$ cat config.mk
export PLATFORM = sky130hd
export DESIGN_NAME = ivp_top
export DESIGN_NICKNAME = d
export VERILOG_FILES = /design/src/ivp_pkg.sv /design/src/ivp_pin_if.sv /design/src/ivp_pin_sync.sv /design/src/ivp_top.sv
export SDC_FILE = /design/constraint.sdc
export NUM_CORES = 1
export LEC_CHECK = 0
export ABC_AREA = 1
export BUFFER_PORTS_ARGS = -buffer_cell sky130_fd_sc_hd__buf_2
export CORE_MARGIN = 5
export CORE_UTILIZATION = 45
export DETAILED_ROUTE_END_ITERATION = 12
export PLACE_DENSITY_LB_ADDON = 0.05
export SYNTH_ARGS = -nofsm -noshare
export SYNTH_HDL_FRONTEND = slang
export SYNTH_SLANG_ARGS = --single-unit
$ cat constraint.sdc
create_clock -name hclk -period 2.3 [get_ports hclk]
set_input_delay 0.23 -clock hclk [delete_from_list [all_inputs] [get_ports hclk]]
set_output_delay 0.23 -clock hclk [all_outputs]
set_load 0.01 [all_outputs]
$ cat src/ivp_pkg.sv
package ivp_pkg;

  // flag and mask layout
  localparam int          NUM_SRC        = 14;
  localparam int          FLAG_W         = 16;
  localparam int          BIT_W          = 4;
  localparam int          BIT_EXT0       = 0;
  localparam int          BIT_EXT1       = 1;
  localparam int          BIT_EXT2       = 2;
  localparam int          BIT_TIMER      = 3;
  localparam int          BIT_SER0_RX    = 4;
  localparam int          BIT_SER0_TX    = 5;
  localparam int          BIT_SER2_RX    = 6;
  localparam int          BIT_SER2_TX    = 7;
  localparam int          BIT_EXT3       = 8;
  localparam int          BIT_HOST       = 9;
  localparam int          BIT_SER1_RX    = 10;
  localparam int          BIT_SER1_TX    = 11;
  localparam int          BIT_DMA4       = 12;
  localparam int          BIT_DMA5       = 13;

  // vector offsets and priorities
  localparam logic [7:0]  OFF_RESET      = 8'h00;
  localparam logic [7:0]  OFF_NMI        = 8'h04;
  localparam logic [7:0]  OFF_TRAP_FIRST = 8'h08;
  localparam logic [7:0]  OFF_TRAP_LAST  = 8'h3c;
  localparam logic [7:0]  OFF_MASK_BASE  = 8'h40;
  localparam logic [7:0]  OFF_RESERVED   = 8'h78;
  localparam logic [4:0]  PRIO_NONE      = 5'h00;
  localparam logic [4:0]  PRIO_RESET     = 5'h01;
  localparam logic [4:0]  PRIO_NMI       = 5'h02;
  localparam logic [4:0]  PRIO_MASK_BASE = 5'h03;

  // software trap numbers
  localparam logic [4:0]  TRAP_NMI       = 5'h10;
  localparam logic [4:0]  TRAP_FIRST     = 5'h11;
  localparam logic [4:0]  TRAP_LAST      = 5'h1e;
  localparam logic [4:0]  TRAP_SLOT_BIAS = 5'h0f;

  // register map, byte addresses
  localparam int          ADDR_W         = 12;
  localparam logic [11:0] REG_FLAGS      = 12'h000;
  localparam logic [11:0] REG_MASK       = 12'h004;
  localparam logic [11:0] REG_CTRL       = 12'h008;
  localparam logic [11:0] REG_VECTOR     = 12'h00c;
  localparam int          CTRL_W         = 2;
  localparam int          CTRL_DMA01     = 0;
  localparam int          CTRL_DMA23     = 1;
  localparam int          VEC_VALID_BIT  = 16;

  // pin slots in the synchroniser
  localparam int          PIN_COUNT      = 6;
  localparam int          PIN_NMI        = 4;
  localparam int          PIN_RST        = 5;

  typedef enum logic [2:0] {KIND_NONE, KIND_RESET, KIND_NMI, KIND_TRAP, KIND_MASKABLE} ivp_kind_t;

endpackage

$ cat src/ivp_pin_if.sv
`timescale 1ns/1ps
interface ivp_pin_if #(parameter int W = 1);
  logic [W-1:0] raw;
  logic [W-1:0] clean;
  modport sync (input raw, output clean);
  modport user (output raw, input clean);
endinterface

$ cat src/ivp_pin_sync.sv
`timescale 1ns/1ps
module ivp_pin_sync #(
  parameter int           W    = 1,
  parameter logic [W-1:0] IDLE = '1
) (
  input wire logic hclk,
  input wire logic hresetn,
  ivp_pin_if.sync  port
);

  logic [W-1:0] s1_q;
  logic [W-1:0] s2_q;
  logic [W-1:0] s3_q;
  logic [W-1:0] clean_q;

  // three-stage chain; first stage feeds only the second
  always_ff @(posedge hclk or negedge hresetn) begin
    if (!hresetn) begin
      s1_q <= IDLE;
      s2_q <= IDLE;
      s3_q <= IDLE;
    end else begin
      s1_q <= port.raw;
      s2_q <= s1_q;
      s3_q <= s2_q;
    end
  end

  // a bit changes only when stages two and three agree, so a single bad sample is dropped
  always_ff @(posedge hclk or negedge hresetn) begin
    if (!hresetn) begin
      clean_q <= IDLE;
    end else begin
      for (int i = 0; i < W; i++) begin
        if (s2_q[i] == s3_q[i]) begin
          clean_q[i] <= s3_q[i];
        end
      end
    end
  end

  assign port.clean = clean_q;

endmodule

$ cat src/ivp_top.sv
`timescale 1ns/1ps
// Summary of operation
// RULE1 - slots four words apart from table base
// RULE2 - reset offset 00 prio 1, nmi 04 prio 2
// RULE3 - software traps 17-30 at 08..3C, no priority
// RULE4 - external pins 0-2 at 40,44,48 prio 3-5
// RULE5 - timer at 4C prio 6, bit 3
// RULE6 - serial0 rx/tx at 50,54, bits 4,5
// RULE7 - bits 6,7 serial2 or dma 0,1
// RULE8 - external pin 3 at 60, bit 8
// RULE9 - host port at 64 prio 12, bit 9
// RULE10 - bits 10,11 serial1 or dma 2,3
// RULE11 - dma 4,5 at 70,74, bits 12,13
// RULE12 - bits 15-14 and offsets 78-7F reserved
// RULE13 - flags and mask share one layout
// RULE14 - external pins 0-2 own bits 0-2
// RULE15 - serial1 tx or dma3 at bit 11
// RULE16 - take flag and mask; lowest number wins
// RULE17 - event sets flag, ack clears, reset/nmi unmasked
module ivp_top (
  input  wire logic                 hclk,
  input  wire logic                 hresetn,
  input  wire logic                 hsel,
  input  wire logic [31:0]          haddr,
  input  wire logic [1:0]           htrans,
  input  wire logic                 hwrite,
  input  wire logic [2:0]           hsize,
  input  wire logic [31:0]          hwdata,
  input  wire logic                 hready,
  output logic                      hreadyout,
  output logic [31:0]               hrdata,
  output logic                      hresp,
  input  wire logic                 hw_reset_pin_n,
  input  wire logic                 soft_reset_trap,
  input  wire logic                 nmi_request_n,
  input  wire logic                 ext_request_zero_n,
  input  wire logic                 ext_request_one_n,
  input  wire logic                 ext_request_two_n,
  input  wire logic                 ext_request_three_n,
  input  wire logic                 timer_request,
  input  wire logic                 serial0_rx_request,
  input  wire logic                 serial0_tx_request,
  input  wire logic                 serial1_rx_request,
  input  wire logic                 serial1_tx_request,
  input  wire logic                 serial2_rx_request,
  input  wire logic                 serial2_tx_request,
  input  wire logic                 host_port_request,
  input  wire logic                 dma_ch_zero_request,
  input  wire logic                 dma_ch_one_request,
  input  wire logic                 dma_ch_two_request,
  input  wire logic                 dma_ch_three_request,
  input  wire logic                 dma_ch_four_request,
  input  wire logic                 dma_ch_five_request,
  input  wire logic                 soft_trap_valid,
  input  wire logic [4:0]           soft_trap_num,
  input  wire logic                 core_ack,
  output logic                      vec_valid,
  output logic [7:0]                vec_offset,
  output logic [4:0]                vec_prio,
  output logic                      irq
);
  import ivp_pkg::*;

  logic [NUM_SRC-1:0]   flags_q;
  logic [NUM_SRC-1:0]   flags_d;
  logic [NUM_SRC-1:0]   mask_q;
  logic [NUM_SRC-1:0]   take;
  logic [NUM_SRC-1:0]   src_evt;
  logic [NUM_SRC-1:0]   ack_clr;
  logic [NUM_SRC-1:0]   wr_clr;
  logic [CTRL_W-1:0]    ctrl_q;
  logic [PIN_COUNT-1:0] pin_prev_q;
  logic [3:0]           ext_fall;
  logic                 nmi_fall;
  logic                 rst_low;
  logic                 rst_pend_q;
  logic                 nmi_pend_q;
  logic                 trap_pend_q;
  logic [4:0]           trap_num_q;
  logic                 trap_ok;
  logic                 ap_valid_q;
  logic                 ap_write_q;
  logic [ADDR_W-1:0]    ap_addr_q;
  logic                 rd_pend_q;
  logic                 accept;
  logic                 wr_en;
  logic [31:0]          rd_mux;
  logic                 hreadyout_q;
  logic [31:0]          hrdata_q;
  logic                 hresp_q;
  ivp_kind_t            sel_kind_q;
  ivp_kind_t            kind_d;
  logic [BIT_W-1:0]     sel_bit_q;
  logic [BIT_W-1:0]     bit_d;
  logic [7:0]           off_d;
  logic [4:0]           prio_d;
  logic                 vec_valid_q;
  logic [7:0]           vec_offset_q;
  logic [4:0]           vec_prio_q;
  logic                 irq_q;
  logic                 ack_rst;
  logic                 ack_nmi;
  logic                 ack_trap;

  // pins are asynchronous; filtered levels come back through the interface
  ivp_pin_if #(.W(PIN_COUNT)) pins ();
  assign pins.raw = {hw_reset_pin_n, nmi_request_n, ext_request_three_n,
                     ext_request_two_n, ext_request_one_n, ext_request_zero_n};

  ivp_pin_sync #(.W(PIN_COUNT), .IDLE({PIN_COUNT{1'b1}})) u_pin_sync (
    .hclk    (hclk),
    .hresetn (hresetn),
    .port    (pins.sync)
  );

  // edge memory for the filtered pins; pins idle high
  always_ff @(posedge hclk or negedge hresetn) begin
    if (!hresetn) begin
      pin_prev_q <= '1;
    end else begin
      pin_prev_q <= pins.clean;
    end
  end

  // request pins are active low and count once per falling edge
  assign ext_fall = pin_prev_q[3:0] & ~pins.clean[3:0];
  assign nmi_fall = pin_prev_q[PIN_NMI] & ~pins.clean[PIN_NMI];
  assign rst_low  = ~pins.clean[PIN_RST];

  // source to flag bit map; shared slots follow the control register
  always_comb begin
    src_evt              = '0;
    src_evt[BIT_EXT0]    = ext_fall[0];  // RULE4 RULE14
    src_evt[BIT_EXT1]    = ext_fall[1];  // RULE4 RULE14
    src_evt[BIT_EXT2]    = ext_fall[2];  // RULE4 RULE14
    src_evt[BIT_TIMER]   = timer_request;  // RULE5
    src_evt[BIT_SER0_RX] = serial0_rx_request;  // RULE6
    src_evt[BIT_SER0_TX] = serial0_tx_request;  // RULE6
    src_evt[BIT_SER2_RX] = ctrl_q[CTRL_DMA01] ? dma_ch_zero_request : serial2_rx_request;  // RULE7
    src_evt[BIT_SER2_TX] = ctrl_q[CTRL_DMA01] ? dma_ch_one_request : serial2_tx_request;  // RULE7
    src_evt[BIT_EXT3]    = ext_fall[3];  // RULE8
    src_evt[BIT_HOST]    = host_port_request;  // RULE9
    src_evt[BIT_SER1_RX] = ctrl_q[CTRL_DMA23] ? dma_ch_two_request : serial1_rx_request;  // RULE10
    src_evt[BIT_SER1_TX] = ctrl_q[CTRL_DMA23] ? dma_ch_three_request : serial1_tx_request;  // RULE10 RULE15
    src_evt[BIT_DMA4]    = dma_ch_four_request;  // RULE11
    src_evt[BIT_DMA5]    = dma_ch_five_request;  // RULE11
  end

  // address phase capture; a read gets one wait state so it sees a write just before it
  assign accept = hready & hsel & htrans[1];
  assign wr_en  = ap_valid_q & ap_write_q;

  always_ff @(posedge hclk or negedge hresetn) begin
    if (!hresetn) begin
      ap_valid_q <= 1'b0;
      ap_write_q <= 1'b0;
      ap_addr_q  <= '0;
    end else if (hready) begin
      ap_valid_q <= accept;
      ap_write_q <= hwrite;
      ap_addr_q  <= haddr[ADDR_W-1:0];
    end
  end

  // read data word; reserved and unmapped bits read zero
  always_comb begin
    rd_mux = '0;
    case (ap_addr_q)
      REG_FLAGS:  rd_mux = 32'({2'b00, flags_q});  // RULE12
      REG_MASK:   rd_mux = 32'({2'b00, mask_q});   // RULE12
      REG_CTRL:   rd_mux = 32'(ctrl_q);
      REG_VECTOR: rd_mux = 32'({vec_valid_q, 3'b000, vec_prio_q, vec_offset_q});
      default:    rd_mux = '0;
    endcase
  end

  // bus answer: writes finish at once, reads after one wait state, always okay
  always_ff @(posedge hclk or negedge hresetn) begin
    if (!hresetn) begin
      hreadyout_q <= 1'b1;
      rd_pend_q   <= 1'b0;
      hrdata_q    <= '0;
      hresp_q     <= 1'b0;
    end else begin
      hreadyout_q <= !(accept && !hwrite);
      rd_pend_q   <= accept & ~hwrite;
      hresp_q     <= 1'b0;
      if (rd_pend_q) begin
        hrdata_q <= rd_mux;
      end
    end
  end

  // acknowledge decode against what the core is being shown
  assign ack_rst  = core_ack & vec_valid_q & (sel_kind_q == KIND_RESET);
  assign ack_nmi  = core_ack & vec_valid_q & (sel_kind_q == KIND_NMI);
  assign ack_trap = core_ack & vec_valid_q & (sel_kind_q == KIND_TRAP);
  assign ack_clr  = (core_ack && vec_valid_q && sel_kind_q == KIND_MASKABLE) ?
                    NUM_SRC'(1) << sel_bit_q : '0;  // RULE17
  assign wr_clr   = (wr_en && ap_addr_q == REG_FLAGS) ? hwdata[NUM_SRC-1:0] : '0;

  // set beats clear so an event landing on the clearing edge survives
  assign flags_d = (flags_q & ~(ack_clr | wr_clr)) | src_evt;  // RULE17 RULE13

  always_ff @(posedge hclk or negedge hresetn) begin
    if (!hresetn) begin
      flags_q <= '0;
    end else begin
      flags_q <= flags_d;
    end
  end

  // mask and control are plain read-write words; upper bits dropped
  always_ff @(posedge hclk or negedge hresetn) begin
    if (!hresetn) begin
      mask_q <= '0;
      ctrl_q <= '0;
    end else if (wr_en) begin
      if (ap_addr_q == REG_MASK) begin
        mask_q <= hwdata[NUM_SRC-1:0];  // RULE13
      end
      if (ap_addr_q == REG_CTRL) begin
        ctrl_q <= hwdata[CTRL_W-1:0];
      end
    end
  end

  // reset and nmi never see the mask; reset is pending out of reset itself
  always_ff @(posedge hclk or negedge hresetn) begin
    if (!hresetn) begin
      rst_pend_q <= 1'b1;
      nmi_pend_q <= 1'b0;
    end else begin
      rst_pend_q <= (rst_pend_q & ~ack_rst) | rst_low | soft_reset_trap;  // RULE17
      nmi_pend_q <= (nmi_pend_q & ~ack_nmi) | nmi_fall |
                    (soft_trap_valid && soft_trap_num == TRAP_NMI);  // RULE17
    end
  end

  // one software trap is held at a time; a trap while one waits is dropped unless it comes in the cycle of that trap's ack
  assign trap_ok = soft_trap_valid && soft_trap_num >= TRAP_FIRST && soft_trap_num <= TRAP_LAST;

  always_ff @(posedge hclk or negedge hresetn) begin
    if (!hresetn) begin
      trap_pend_q <= 1'b0;
      trap_num_q  <= '0;
    end else if (trap_ok && (!trap_pend_q || ack_trap)) begin
      trap_pend_q <= 1'b1;  // RULE3
      trap_num_q  <= soft_trap_num;
    end else if (ack_trap) begin
      trap_pend_q <= 1'b0;
    end
  end

  // pick the vector: reset, nmi, trap, then lowest enabled flag bit
  assign take = flags_q & mask_q;  // RULE16

  always_comb begin
    kind_d = KIND_NONE;
    bit_d  = '0;
    off_d  = OFF_RESET;
    prio_d = PRIO_NONE;
    for (int i = NUM_SRC - 1; i >= 0; i--) begin
      if (take[i]) begin
        bit_d = BIT_W'(i);  // RULE16
      end
    end
    if (rst_pend_q) begin
      kind_d = KIND_RESET;
      off_d  = OFF_RESET;  // RULE2
      prio_d = PRIO_RESET;
    end else if (nmi_pend_q) begin
      kind_d = KIND_NMI;
      off_d  = OFF_NMI;  // RULE2
      prio_d = PRIO_NMI;
    end else if (trap_pend_q) begin
      kind_d = KIND_TRAP;
      off_d  = 8'({trap_num_q - TRAP_SLOT_BIAS, 2'b00});  // RULE1 RULE3
      prio_d = PRIO_NONE;
    end else if (|take) begin
      kind_d = KIND_MASKABLE;
      off_d  = OFF_MASK_BASE + 8'({bit_d, 2'b00});  // RULE1
      prio_d = PRIO_MASK_BASE + 5'(bit_d);
    end
  end

  // presented vector; drops for one cycle after an ack so a stale vector is never re-taken
  always_ff @(posedge hclk or negedge hresetn) begin
    if (!hresetn) begin
      sel_kind_q   <= KIND_NONE;
      sel_bit_q    <= '0;
      vec_valid_q  <= 1'b0;
      vec_offset_q <= OFF_RESET;
      vec_prio_q   <= PRIO_NONE;
    end else if (core_ack) begin
      sel_kind_q  <= KIND_NONE;
      vec_valid_q <= 1'b0;
    end else begin
      sel_kind_q   <= kind_d;
      sel_bit_q    <= bit_d;
      vec_valid_q  <= (kind_d != KIND_NONE);
      vec_offset_q <= off_d;
      vec_prio_q   <= prio_d;
    end
  end

  // level interrupt while any enabled flag stands
  always_ff @(posedge hclk or negedge hresetn) begin
    if (!hresetn) begin
      irq_q <= 1'b0;
    end else begin
      irq_q <= |take;
    end
  end

  assign hreadyout  = hreadyout_q;
  assign hrdata     = hrdata_q;
  assign hresp      = hresp_q;
  assign vec_valid  = vec_valid_q;
  assign vec_offset = vec_offset_q;
  assign vec_prio   = vec_prio_q;
  assign irq        = irq_q;
endmodule

==> out/results.ini <==
[yosys]
ys_types=39
synthTopCellsByCount=107 x nand2_1, 86 x dfrtp_1, 65 x inv_1
ys_ff_latch=117
yosys.area_share.simple=0.182
syn_area_um2=5230
syn_inst=542
yosysMostFrequentCell=nand2_1
synthTopCellsByArea=dfrtp_1 41%, dfstp_2 16%, nand2_1 7.7%
yosysSeqAreaShare=0.567
muxShareOfSynthArea=0.0344
ys.flop_type=dfrtp_1
synth-edff-count=0
ys_warn_count=0
async_flop_share=1.00
synth_xor_area_frac=0
yosys.area.top_type_share=0.411
synth_compound_area_frac=0.109
synth_top_area_cell=dfrtp_1
yosys.area_share.adder=0.0163
synth.avg_cell_area_um2=9.65
synth_top_family_by_area=simple AND/OR/NAND/NOR gates

[route]
route.antenna.remaining_nets=0
drtPass1Iterations=5
vias=4132
wl_met3_um=799
dr.first_iter.drc_count=247
vias_per_cell=5.09
wl_um=13000
post_drt_wl_per_cell_um=16.0
top_layer=met4
wl_met2_um=6190
drt-met1-wl_um=5850
drc_errors=0

[floorplanning]
dieWidth_um=118
placementRows=39
die_h_um=118
core_um2=11400
initial_core_util=0.458
dieArea_um2=13900
pin_count=151

[place]
place_congestion=0.906
dp_hpwl_um=9560
post_dp_cell_area_um2=5800
portBuffers=87

[global_route]
track_usage=0.192
grt_pass1_wl_um=21200
grt_max_degree=55
grt_remaining_overflow=0
grt_pass1_vias=4156
antenna_found_initial=0

[worst_setup_path]
required_ps=2600
cp_top_family=simple AND/OR/NAND/NOR gates
crit_chain=nor4_4 > nand2_2 > inv_2 > buf_4 > nand4_1 > or2_1 > nand2_1 > o21ai_1
end_kind=flip-flop
crit_type=reg -> reg
worst_setup_path_start_kind=flip-flop
cp_slowest_stage_delay_ps=400
cp.arrival_ps=2360
cpMaxStageDelayCell=dfrtp_1
worstPathBufferInverterCount=2
path_max_fanout=15

[clocking]
cts_max_level=4
clock-sinks=117
clockBufferDepth=2
cts_made_buffers=17
clockRootBuffer=clkbuf_16
clkTransAtPathRegs_ps=50
cts_tree=done
clkLatencyLatePin_ps=420

[outcome]
status=finished, final reports clean

[sta]
setup_viol=0
min_period_over_period=0.896
fmax_mhz=485
finalHoldViolCount=0
clock_skew_ps=10.0
worstMarginPinSlew_ps=698
slew_violations=0
min_period_ps=2060
worst_slew_margin_rel=0.534

[cells_and_area]
final_nets=759
insertedDiodeCount=0
syn2layout_area_growth_pct=25.0
drive_gt1_frac=0.281
nFillCells=1017
fin_area_um2=6540

[min_path]
min_path_type=in -> reg

[flow_run]
max_cap_violations=0

[pwr]
power_w=0.00545
powerDensity_nw_per_um2=833
vdd_drop_max_mv=0.654
p_leak_nw=3.18

-- final cells by class --
cell class	count	area, um^2	area share
well taps	143	179	0.0274
clock inverters	9	148	0.0226
flip-flops and latches	117	2970	0.454
clock buffers	23	488	0.0746
repair buffers	108	631	0.0964
inverters	68	255	0.0390
multi-input cells	343	1870	0.287
-- routing by layer --
| metal | global-route usage | up-vias |
|---|---|---|
| met1 | 0.253 | 1992 |
| met2 | 0.305 | 122 |
| met4 | 0.0595 | 0 |
| met5 | 0 | - |
| li1 | - | 2000 |
| met3 | 0.0601 | 18 |
-- registers in the layout, indices dropped and copies added, names as in the netlist, 2 cells and up --
register	flops
vec_offset	5
ctrl_q	2
flags_q	14
vec_prio	5
u_pin_sync.port.clean	6
trap_num_q	5
sel_kind_q	3
mask_q	14
u_pin_sync.s2_q	6
ap_addr_q	12
pin_prev_q	5
hrdata	15
sel_bit_q	4
u_pin_sync.s1_q	6
u_pin_sync.s3_q	6
-- layout by cell type, fill, tap and decap left out, types with 3 or more instances in the layout --
cell           count
nand2_1          105
dfrtp_1           86
buf_2             86
inv_1             65
nor2_1            44
nand3_1           35
dfstp_2           31
o21ai_0           24
conb_1            21
clkbuf_16         17
mux2_2            16
o21ai_1           12
buf_4             12
o211ai_1          10
dlygate4sd3_1      9
nor3_1             8
a22o_1             8
o22ai_1            6
o32ai_1            6
maj3_1             6
nand4_1            5
o221ai_1           5
o21bai_1           4
a21oi_1            4
clkbuf_8           4
clkinv_2           4
bufinv_16          4
nand2_2            3
nor4_4             3
o31ai_1            3
-- logic make-up after synthesis --
kind of cell | count (synthesis)
AND/OR/NAND/NOR | 211
AO/OA/AOI/OAI | 87
multiplexers | 16
flip-flops | 117
adder cells (fa/ha/maj) | 8
other | 1
buffers and inverters | 102
-- timing repair --
item,4_1_cts,5_1_grt
setup buffers,0,1
endpoints found under the setup margin,0,1
gates resized for setup,0,2
hold buffers,9,0
hold endpoints to repair,42,0
-- path summary, 6_finish.rpt --
check / from / to / slack [ps] / depth (start not counted)
hold reg to reg: u_pin_sync.s1_q[1] / u_pin_sync.s2_q[1] / 350 / 0
setup reg to reg: ap_addr_q[9] / ctrl_q[0] / 240 / 8
min in group asynchronous: hresetn / irq / 410 / 2
hold / removal: soft_reset_trap / rst_pend_q / 20 / 2
setup / recovery: ap_addr_q[9] / ctrl_q[0] / 240 / 8
max in group asynchronous: hresetn / u_pin_sync.s1_q[0] / 1140 / 3
-- power by group --
part	total (W)	leakage (nW)	switching [W]	internal, W
clock network	0.00282	0.313	0.000905	0.00192
logic	0.000349	1.56	0.000200	0.000149
registers	0.00228	1.31	0.0000810	0.00220
total	0.00545	3.18	0.00119	0.00426
-- worst register-to-register path, cell delays in order (launching register included) --
cell and delay, ps:
dfrtp_1 400, nor4_4 350, nand2_2 150, inv_2 80, buf_4 220, nand4_1 240, or2_1 360, nand2_1 80
o21ai_1 50
-- through the flow --
stage               worst slack (ps)  hold slack (ps)  TNS [ps]  cells   util
finish                           239             18.2         0    811  0.573
global route                  -0.890             5.31    -0.890    811  0.573
detailed placement               186              323         0    769  0.508
global placement                 224              320         0    769  0.508
floorplan                        475            -65.6         0    562      -
CTS                              181             3.64         0    810  0.572
(Power assumes the default switching activity.)
